[config.mk]
export PLATFORM = sky130hd
export DESIGN_NAME = rcf_top
export DESIGN_NICKNAME = d
export VERILOG_FILES = /design/src/hdl/rcf_top.v /design/src/hdl/rcf_flag_bank.v /design/src/hdl/rcf_brownout_ctl.v
export VERILOG_INCLUDE_DIRS = /design/src /design/src/hdl
export SDC_FILE = /design/constraint.sdc
export NUM_CORES = 1
export LEC_CHECK = 0
export BUFFER_PORTS_ARGS = -buffer_cell sky130_fd_sc_hd__buf_4
export CAP_MARGIN = 30
export CORE_MARGIN = 5
export CORE_UTILIZATION = 40
export DETAILED_ROUTE_END_ITERATION = 16
export HOLD_SLACK_MARGIN = 0.12
export PLACE_DENSITY = 0.7
export SETUP_SLACK_MARGIN = 0.2
export SKIP_LAST_GASP = 1
export SYNTH_ARGS = -nofsm -noshare
export SYNTH_HDL_FRONTEND = slang
export SYNTH_HIERARCHICAL = 1
export SYNTH_SLANG_ARGS = --single-unit
[constraint.sdc]
create_clock -name mclk_in -period 1.12 [get_ports mclk_in]
set_clock_uncertainty 0.05 [all_clocks]
set_input_delay 0.224 -clock mclk_in [delete_from_list [all_inputs] [get_ports mclk_in]]
set_output_delay 0.224 -clock mclk_in [all_outputs]
set_load 0.05 [all_outputs]
[src/hdl/rcf_defs.vh]
`ifndef RCF_DEFS_VH
`define RCF_DEFS_VH

// ---------------------------------------------------------------
// register map (byte-wide registers on the plain register port)
// ---------------------------------------------------------------
`define RCF_ADDR_W            4
`define RCF_DATA_W            8
`define RCF_OFS_BROWNOUT_CTL  4'h0
`define RCF_OFS_POWER_FLAGS   4'h1
`define RCF_OFS_CAUSE_LIVE    4'h2

// ---------------------------------------------------------------
// brownout_control fields and reset values
// ---------------------------------------------------------------
`define RCF_BC_SOFT_EN        7
`define RCF_BC_RSVD           6
`define RCF_BC_READY          0
`define RCF_BC_RST_SOFT_EN    1'b1
`define RCF_BC_RST_RSVD       1'b0

// ---------------------------------------------------------------
// brownout configuration field encodings
// ---------------------------------------------------------------
`define RCF_CFG_OFF           2'h0
`define RCF_CFG_SOFT          2'h1
`define RCF_CFG_AWAKE         2'h2
`define RCF_CFG_ALWAYS        2'h3

// ---------------------------------------------------------------
// power_control_flags fields, implemented mask, reset and hw values
// ---------------------------------------------------------------
`define RCF_PF_STACK_OVF      7
`define RCF_PF_STACK_UNF      6
`define RCF_PF_WATCHDOG_N     4
`define RCF_PF_PIN_N          3
`define RCF_PF_INSTR_N        2
`define RCF_PF_POWER_ON_N     1
`define RCF_PF_BROWNOUT_N     0
`define RCF_PF_IMPL           8'hDF
`define RCF_PF_RST            8'h1C
`define RCF_PF_HW_VAL         8'hC0

`endif

[src/hdl/rcf_top.v]
// Operation
// [RQ1] config field 01: soft enable bit turns brown-out detection on or off.
// [RQ2] other config values: soft enable stays read/write but is ignored.
// [RQ3] software keeps the reserved bit below the soft enable at zero.
// [RQ4] lowest brownout_control bit reads whether the detector is active.
// [RQ5] reset processing changes only the flag matching the reset cause.
// [RQ6] hardware never restores a flag; software writes it back inactive.
// [RQ7] software may set flags active; stored, read back, no reset.
// [RQ8] stack overflow sets bit 7; it holds until firmware clears it.
// [RQ9] stack underflow sets bit 6; it holds until firmware clears it.
// [RQ10] watchdog reset clears bit 4; one means none or firmware wrote one.
// [RQ11] reset-pin reset clears bit 3; otherwise reads one or firmware wrote.
// [RQ12] reset instruction clears bit 2; one means none or firmware wrote.
// [RQ13] power-on clears bit 1; software sets it to spot later power-ons.
// [RQ14] brown-out reset clears bit 0; software sets it again afterwards.
// [RQ15] brown-out condition is main detector OR low-power detector.
// [RQ16] hardware cause update wins over a same-cycle software write.
//
// The register addresses and strobed register access are this design's own decisions.
`timescale 1ns/1ps
`include "rcf_defs.vh"

module rcf_top (
  // clock and reset
  input  wire                   mclk_in,
  input  wire                   rst_b_in,
  // register port
  input  wire [`RCF_ADDR_W-1:0] addr_in,
  input  wire [`RCF_DATA_W-1:0] wr_data_in,
  input  wire                   wr_en_in,
  input  wire                   rd_en_in,
  output reg  [`RCF_DATA_W-1:0] rd_data_out,
  // configuration fuses
  input  wire [1:0]             brownout_config_field_in,
  input  wire                   low_power_brownout_en_in,
  input  wire                   pin_reset_en_in,
  input  wire                   low_voltage_prog_in,
  // power state and analog detectors
  input  wire                   sleep_in,
  input  wire                   brownout_analog_active_in,
  input  wire                   main_brownout_detector_in,
  input  wire                   low_power_brownout_detector_in,
  // reset causes, high while the cause is being processed
  input  wire                   power_on_event_in,
  input  wire                   watchdog_timeout_in,
  input  wire                   pin_reset_in,
  input  wire                   reset_instruction_in,
  input  wire                   stack_overflow_in,
  input  wire                   stack_underflow_in,
  // detector control and status
  output wire                   brownout_detect_en_out,
  output wire                   brownout_circuit_ready_out,
  output reg                    brownout_condition_out
);

  // ---------------------------------------------------------------
  // declarations
  // ---------------------------------------------------------------
  wire       soft_brownout_enable;
  wire       reserved_bit;
  wire [7:0] power_control_flags;
  wire       sel_brownout_ctl;
  wire       sel_power_flags;
  wire       sel_cause_live;
  wire       wr_brownout_ctl;
  wire       wr_power_flags;
  wire       pin_reset_enabled;
  wire       main_brownout_qualified;
  wire       low_power_qualified;
  wire       brownout_condition;
  wire [7:0] hw_event;
  wire [7:0] cause_live;
  wire [7:0] brownout_ctl_view;
  reg  [7:0] next_rd_data;

  // ---------------------------------------------------------------
  // address decode
  // ---------------------------------------------------------------
  // each register owns one address; anything else is unmapped
  assign sel_brownout_ctl = (addr_in == `RCF_OFS_BROWNOUT_CTL);
  assign sel_power_flags  = (addr_in == `RCF_OFS_POWER_FLAGS);
  assign sel_cause_live   = (addr_in == `RCF_OFS_CAUSE_LIVE);

  // writes to unmapped or read-only addresses are dropped silently
  assign wr_brownout_ctl  = wr_en_in & sel_brownout_ctl;
  assign wr_power_flags   = wr_en_in & sel_power_flags;

  // ---------------------------------------------------------------
  // brown-out condition
  // ---------------------------------------------------------------
  // the main detector only counts while it has been enabled; the
  // low-power detector has its own fuse and runs in every mode
  assign main_brownout_qualified = main_brownout_detector_in & brownout_detect_en_out;
  assign low_power_qualified     = low_power_brownout_detector_in & low_power_brownout_en_in;
  assign brownout_condition      = main_brownout_qualified | low_power_qualified; // [RQ15]

  // registered copy for the reset controller outside
  always @(posedge mclk_in or negedge rst_b_in) begin
    if (!rst_b_in) begin
      brownout_condition_out <= 1'b0;
    end else begin
      brownout_condition_out <= brownout_condition;
    end
  end

  // ---------------------------------------------------------------
  // reset cause qualification
  // ---------------------------------------------------------------
  // the pin only resets the part when the pin function is enabled,
  // either by its own fuse or by low-voltage programming
  assign pin_reset_enabled = pin_reset_in & (pin_reset_en_in | low_voltage_prog_in);

  // one event line per flag; each touches only its own bit
  assign hw_event[`RCF_PF_STACK_OVF]  = stack_overflow_in;          // [RQ8] [RQ5]
  assign hw_event[`RCF_PF_STACK_UNF]  = stack_underflow_in;         // [RQ9] [RQ5]
  assign hw_event[5]                  = 1'b0;
  assign hw_event[`RCF_PF_WATCHDOG_N] = watchdog_timeout_in;        // [RQ10] [RQ5]
  assign hw_event[`RCF_PF_PIN_N]      = pin_reset_enabled;          // [RQ11] [RQ5]
  assign hw_event[`RCF_PF_INSTR_N]    = reset_instruction_in;       // [RQ12] [RQ5]
  assign hw_event[`RCF_PF_POWER_ON_N] = power_on_event_in;          // [RQ13] [RQ5]
  assign hw_event[`RCF_PF_BROWNOUT_N] = brownout_condition;         // [RQ14] [RQ5]

  // ---------------------------------------------------------------
  // power_control_flags
  // ---------------------------------------------------------------
  // set-by-hardware bits go to one, cleared-by-hardware bits to zero;
  // no path ever returns a flag to its inactive value on its own
  rcf_flag_bank u_flags (
    .mclk_in     (mclk_in),
    .rst_b_in    (rst_b_in),
    .hw_event_in (hw_event),
    .sw_wr_in    (wr_power_flags),
    .sw_data_in  (wr_data_in),
    .flags_out   (power_control_flags)
  );

  // ---------------------------------------------------------------
  // brownout_control
  // ---------------------------------------------------------------
  rcf_brownout_ctl u_brownout (
    .mclk_in                    (mclk_in),
    .rst_b_in                   (rst_b_in),
    .sw_wr_in                   (wr_brownout_ctl),
    .sw_data_in                 (wr_data_in),
    .brownout_reset_in          (brownout_condition),
    .brownout_config_field_in   (brownout_config_field_in),
    .sleep_in                   (sleep_in),
    .analog_active_in           (brownout_analog_active_in),
    .soft_brownout_enable_out   (soft_brownout_enable),
    .reserved_out               (reserved_bit),
    .detect_en_out              (brownout_detect_en_out),
    .brownout_circuit_ready_out (brownout_circuit_ready_out)
  );

  // ---------------------------------------------------------------
  // read views
  // ---------------------------------------------------------------
  // bits 5..1 of brownout_control are unimplemented and read zero
  assign brownout_ctl_view = {soft_brownout_enable,
                              reserved_bit,
                              5'h00,
                              brownout_circuit_ready_out};  // [RQ4]

  // live cause inputs, handy for firmware that polls without a reset
  assign cause_live = {stack_overflow_in,
                       stack_underflow_in,
                       1'b0,
                       watchdog_timeout_in,
                       pin_reset_enabled,
                       reset_instruction_in,
                       power_on_event_in,
                       brownout_condition};

  // ---------------------------------------------------------------
  // read data
  // ---------------------------------------------------------------
  // flags read back exactly as stored, including values that
  // software forced active for testing
  always @* begin
    next_rd_data = 8'h00;
    if (!rd_en_in) begin
      next_rd_data = 8'h00;
    end else if (sel_brownout_ctl) begin
      next_rd_data = brownout_ctl_view;
    end else if (sel_power_flags) begin
      next_rd_data = power_control_flags;                  // [RQ7]
    end else if (sel_cause_live) begin
      next_rd_data = cause_live;
    end else begin
      next_rd_data = 8'h00;
    end
  end

  // read data stand for the one cycle after the strobe, zero otherwise
  always @(posedge mclk_in or negedge rst_b_in) begin
    if (!rst_b_in) begin
      rd_data_out <= 8'h00;
    end else begin
      rd_data_out <= next_rd_data;
    end
  end

endmodule

[src/hdl/rcf_flag_bank.v]
`timescale 1ns/1ps
`include "rcf_defs.vh"

module rcf_flag_bank (
  // clock and reset
  input  wire       mclk_in,
  input  wire       rst_b_in,
  // hardware cause updates, one bit per flag
  input  wire [7:0] hw_event_in,
  // software write
  input  wire       sw_wr_in,
  input  wire [7:0] sw_data_in,
  // flag contents
  output wire [7:0] flags_out
);

  localparam [7:0] IMPL   = `RCF_PF_IMPL;
  localparam [7:0] RSTVAL = `RCF_PF_RST;
  localparam [7:0] HWVAL  = `RCF_PF_HW_VAL;

  genvar i;

  // ---------------------------------------------------------------
  // one flop per implemented flag; unimplemented bits read zero
  // ---------------------------------------------------------------
  generate
    for (i = 0; i < 8; i = i + 1) begin : g_flag
      if (IMPL[i]) begin : g_impl
        reg q;
        // hardware update beats a same-cycle software write
        always @(posedge mclk_in or negedge rst_b_in) begin
          if (!rst_b_in) begin
            q <= RSTVAL[i];
          end else if (hw_event_in[i]) begin
            q <= HWVAL[i];                                   // [RQ5] [RQ16]
          end else if (sw_wr_in) begin
            q <= sw_data_in[i];                              // [RQ6] [RQ7]
          end
        end
        assign flags_out[i] = q;
      end else begin : g_unimpl
        assign flags_out[i] = 1'b0;
      end
    end
  endgenerate

endmodule

[src/hdl/rcf_brownout_ctl.v]
`timescale 1ns/1ps
`include "rcf_defs.vh"

module rcf_brownout_ctl (
  // clock and reset
  input  wire       mclk_in,
  input  wire       rst_b_in,
  // software write to brownout_control
  input  wire       sw_wr_in,
  input  wire [7:0] sw_data_in,
  // brown-out reset processing restores the soft enable
  input  wire       brownout_reset_in,
  // configuration and status from the analog side
  input  wire [1:0] brownout_config_field_in,
  input  wire       sleep_in,
  input  wire       analog_active_in,
  // register contents and detector control
  output reg        soft_brownout_enable_out,
  output reg        reserved_out,
  output reg        detect_en_out,
  output reg        brownout_circuit_ready_out
);

  reg next_detect_en;

  // ---------------------------------------------------------------
  // software bits of brownout_control
  // ---------------------------------------------------------------
  // the soft enable stays writable in every configuration
  always @(posedge mclk_in or negedge rst_b_in) begin
    if (!rst_b_in) begin
      soft_brownout_enable_out <= `RCF_BC_RST_SOFT_EN;
      reserved_out             <= `RCF_BC_RST_RSVD;
    end else if (brownout_reset_in) begin
      soft_brownout_enable_out <= `RCF_BC_RST_SOFT_EN;
      reserved_out             <= `RCF_BC_RST_RSVD;
    end else if (sw_wr_in) begin
      soft_brownout_enable_out <= sw_data_in[`RCF_BC_SOFT_EN];   // [RQ2]
      reserved_out             <= sw_data_in[`RCF_BC_RSVD];      // [RQ3]
    end
  end

  // ---------------------------------------------------------------
  // detector enable from the configuration field
  // ---------------------------------------------------------------
  always @* begin
    next_detect_en = 1'b0;
    case (brownout_config_field_in)
      `RCF_CFG_SOFT:   next_detect_en = soft_brownout_enable_out; // [RQ1]
      `RCF_CFG_AWAKE:  next_detect_en = ~sleep_in;                // [RQ2]
      `RCF_CFG_ALWAYS: next_detect_en = 1'b1;                     // [RQ2]
      default:         next_detect_en = 1'b0;                     // [RQ2]
    endcase
  end

  // registered so the detector sees a clean level
  always @(posedge mclk_in or negedge rst_b_in) begin
    if (!rst_b_in) begin
      detect_en_out              <= 1'b0;
      brownout_circuit_ready_out <= 1'b0;
    end else begin
      detect_en_out              <= next_detect_en;
      brownout_circuit_ready_out <= detect_en_out & analog_active_in; // [RQ4]
    end
  end

endmodule

# Yosys cells after proc, flatten, opt, wreduce, memory -nomap -nowiden
# Cells that the tools add are included.
# W data, S select, Z words.
[classes]
n_reduce_logical = 9
mux = 23
bitwise = 9
eq_ne = 5
[ops]
columns = ["operator", "n"]
rows = [
  ["$mux W8", 4],
  ["$mux W1", 18],
  ["$reduce_bool A2 Y1", 8],
  ["$and A1 B1 Y1", 6],
  ["$eq A2 B2 Y1 const B", 2],
  ["$eq A4 B1 Y1 const B", 1],
  ["$eq A4 B2 Y1 const B", 1],
  ["$logic_not A4 Y1", 1],
  ["$pmux W1 S3", 1],
  ["$eq A2 B1 Y1 const B", 1],
  ["$or A1 B1 Y1", 2],
  ["$not A1 Y1", 1],
]
[word_totals]
in_bits = 31
wordCells = 59
regBits = 20
output_inout_bits = 11

# Longest topological paths before layout
[depth]
ltp_word = 6
depth_mapped = 6
ltp_nobuf = 5

# Hierarchy
# The synthesis kept the hierarchy.
[modules_own_cells]
columns = ["module", "seq_area_each_um2", "area_per_inst_um2", "instances", "cells_per_inst"]
rows = [
  ["rcf_top", 225.2, 421.7, 1, 42],
  ["rcf_flag_bank", 178.9, 357.8, 1, 31],
  ["rcf_brownout_ctl", 101.3, 150.1, 1, 12],
]

# Least setup slack after synthesis
# Ideal clock, no wire load.
[synth_path]
kind = "input -> register"
start = "input port addr_in[0]"
end = "register u_flags.g_flag[6].g_impl.q"
slack_ns = -0.196
required_time_ns = 0.946
stages = 6
arrival_ns = 1.142
path_buffers = 2
setup_ns = 0.124
cell_sequence = "buf_4 and2b_1 and3_1 buf_6 nor2b_2 a211o_1"
[synth_between]
elab_chain_len = 3
[synth_lines]
columns = ["item", "line", "source"]
rows = [
  ["start, declared", "rcf_top.v:28", "input wire [`RCF_ADDR_W-1:0] addr_in,"],
  ["$eq A4 B1 Y1 (no source line)", "--", ""],
  ["$and A1 B1 Y1", "rcf_top.v:86", "assign wr_power_flags = wr_en_in & sel_power_flags;"],
  ["via wr_power_flags", "rcf_top.v:66", "wire wr_power_flags;"],
  ["$reduce_bool A2 Y1 (no source line)", "--", ""],
  ["end signal, assigned", "rcf_flag_bank.v:33", "q <= RSTVAL[i];"],
  ["end signal, assigned", "rcf_flag_bank.v:35", "q <= HWVAL[i];"],
  ["end signal, assigned", "rcf_flag_bank.v:37", "q <= sw_data_in[i];"],
  ["end, declared", "rcf_flag_bank.v:29", "reg q;"],
]
# The timed path passes the listed nets, and every way through them passes these cells.
# A chain may end at the register's enable or synchronous reset.

# Worst setup path after layout
[layout_path]
start = "register u_brownout.detect_en_out"
end = "output port brownout_detect_en_out"
[layout_rtl]
columns = ["item", "line", "source"]
rows = [
  ["start, declared", "rcf_brownout_ctl.v:20", "output reg detect_en_out,"],
  ["start signal, assigned", "rcf_brownout_ctl.v:62", "detect_en_out <= next_detect_en;"],
  ["end, declared", "rcf_top.v:51", "output wire brownout_detect_en_out,"],
]
# No word-level cell between the ends.

==> impl_metrics.json <==
{
  "grt_pass1_wl_um": 3940,
  "totalWireLength_um": 2280,
  "pwr_density_cell_nw_per_um2": 1000,
  "synthToLayoutAreaGrowth_pct": 58.0,
  "portBuffers": 40,
  "dp_hpwl_um": 1600,
  "arrival_ns": 0.88,
  "vdd_drop_max_mv": 0.755,
  "crit_chain": "buf_6",
  "setup.worst_path.class": "register to output pin",
  "crit_slowest_cell": "dfrtp_2",
  "place_area_um2": 1230,
  "startpoint": "u_brownout/detect_en_out$_DFF_PN0_",
  "crit_required_ns": 0.85,
  "fin_area_um2": 1460,
  "place_congestion": 0.770,
  "gr-total-overflow": 0,
  "min_period_ns": 1.15,
  "synthCells": 84,
  "ios": 42,
  "finalNetCount": 166,
  "drtIter0Drc": 8,
  "wire_per_inst_um": 14.0,
  "seq_power_share_pct": 51.5,
  "crit_fanout": 3,
  "switching_share_pct": 24.5,
  "r2r-start": "u_brownout/detect_en_out$_DFF_PN0_",
  "grt.busiest_layer": "met2",
  "slew_violations": 0,
  "vias_per_cell": 4.65,
  "internal-power_mw": 1.11,
  "grt_usage_pct": 15.3,
  "worst_skew_pair.late_latency_ns": 0.29,
  "cp-end-kind": "output pin",
  "grtUsageMet1_pct": 18.2,
  "hold_violations": 0,
  "synth.avg_cell_area_um2": 11.0,
  "period_share_pct": 103,
  "antenna_found_initial": 0,
  "drive_gt1_share_pct": 50.7,
  "dieArea_um2": 3380,
  "timing.critical_path.buf_inv": 1,
  "setup_slack_ns": -0.0338,
  "syn_area_um2": 926,
  "cts_tree": "done",
  "die_h_um": 58.1,
  "root_buffer": "clkbuf_4",
  "grt_max_degree": 21,
  "hold_path_class": "input port to register",
  "antenna_cells_inserted": 0,
  "cts-htree-levels": 1,
  "grt_pass1_vias": 878,
  "cts_buffer_depth": 2,
  "slowest_delay_ns": 0.43,
  "fmax_ghz": 0.867,
  "firstDrtPassIters": 4,
  "yosys_warnings": 6,
  "num_rows": 17,
  "grtUsageMet2_pct": 27.4,
  "combPwrFrac_pct": 21.1,
  "p_total_mw": 1.47,
  "failed_checks": "setup timing",
  "rsz0062_at_grt": "true",
  "min-delay-start": "stack_underflow_in",
  "synthesis.nets": 115,
  "worstSetupStartpointType": "register",
  "clkSinkCount": 20,
  "die_w_um": 58.1,
  "leakage_nw": 0.694,
  "ant_nets": 0,
  "setup-violations-final": 2,
  "postCtsHoldBufs": 11,
  "fin_setup_tns_ns": -0.0482,
  "numCtsBuffers": 3,
  "max_cap_violations": 0,
  "drc": 0,
  "fin_util_pct": 66.1,
  "grtUsageMet3_pct": 2.90,
  "clk_pin_slew_ns": 0.11,
  "vias": 754,
  "status": "complete, but fails checks",
  "path_delay_family": "flip-flops",
  "power_switching_mw": 0.360,
  "clkPwrFrac_pct": 27.3,
  "core-area_um2": 2210,
  "start_util_pct": 41.9
}
[state kept, by name, summed over array words and instances, names as in the netlist]
name and count:
rd_data_out 8, u_brownout/soft_brownout_enable_out 1, brownout_condition_out 1, u_brownout/reserved_out 1, u_brownout/brownout_circuit_ready_out 1, u_flags/g_flag.g_impl.q 7
u_brownout/detect_en_out 1
[layout by cell type, fill, tap and decap left out, types with 2 or more instances in the layout]
master,n
nor2b_1,2
nor2_1,11
a22oi_1,4
clkbuf_4,3
or2_1,2
dfstp_2,4
buf_6,13
mux2i_1,9
a211o_1,3
dlygate4sd3_1,8
nor2b_4,2
a21oi_2,3
dfrtp_1,15
buf_4,34
nand2_1,5
and3_4,2
[stage by stage]
step | hold WS [ns] | cells | setup WS (ns)
CTS | 0.0900 | 163 | -0.0519
floorplan | -0.122 | 84 | -0.133
global placement | 0.0663 | 146 | -0.168
global route | 0.0746 | 162 | -0.0771
detailed placement | 0.0651 | 146 | -0.198
finish | 0.0873 | 162 | -0.0338
[path summary, 6_finish.rpt]
| kind | endpoint | slack, ns | cells after the start |
|---|---|---|---|
| setup / recovery | brownout_detect_en_out | -0.03 | 1 |
| hold / removal | u_flags/g_flag[6].g_impl.q$_DFFE_PN0P_ | 0.09 | 2 |
| setup reg to reg | u_brownout/soft_brownout_enable_out$_DFFE_PN1P_ | 0.05 | 2 |
| hold reg to reg | u_flags/g_flag[2].g_impl.q$_DFFE_PN1P_ | 0.49 | 2 |
| max in group asynchronous | u_flags/g_flag[3].g_impl.q$_DFFE_PN1P_ | 0.46 | 2 |
| min in group asynchronous | brownout_condition_out$_DFF_PN0_ | 0.29 | 2 |
[repair_timing]
item                                    4_1_cts  5_1_grt
pin swaps                                     1        3
resized for setup                            14        9
setup buffers                                 1        1
endpoints found under the setup margin       21       24
gates cloned                                  1        0
hold endpoints to repair                     31        3
[layout make-up]
| type | instances | area (um2) |
|---|---|---|
| clock buffer | 4 | 36.3 |
| fill | 172 | 749 |
| inverter | 1 | 3.75 |
| multi-input combinational | 53 | 387 |
| sequential | 20 | 507 |
| tap | 28 | 35.0 |
| timing repair buffer | 56 | 494 |
[power groups by stage]
stage          Clock, mW  Sequential (mW)  Combinational [mW]
2_1_floorplan          0            0.813              0.0805
3_3_place_gp           0            0.766               0.252
3_5_place_dp           0            0.767               0.256
4_1_cts            0.428            0.756               0.303
5_1_grt            0.448            0.759               0.337
6_report           0.401            0.756               0.310
[layer usage]
layer	vias up	wire length, um
li1	379	-
met3	0	116
met1	354	867
met5	-	0
met2	21	1290
met4	0	0
(Power assumes the default switching activity.)
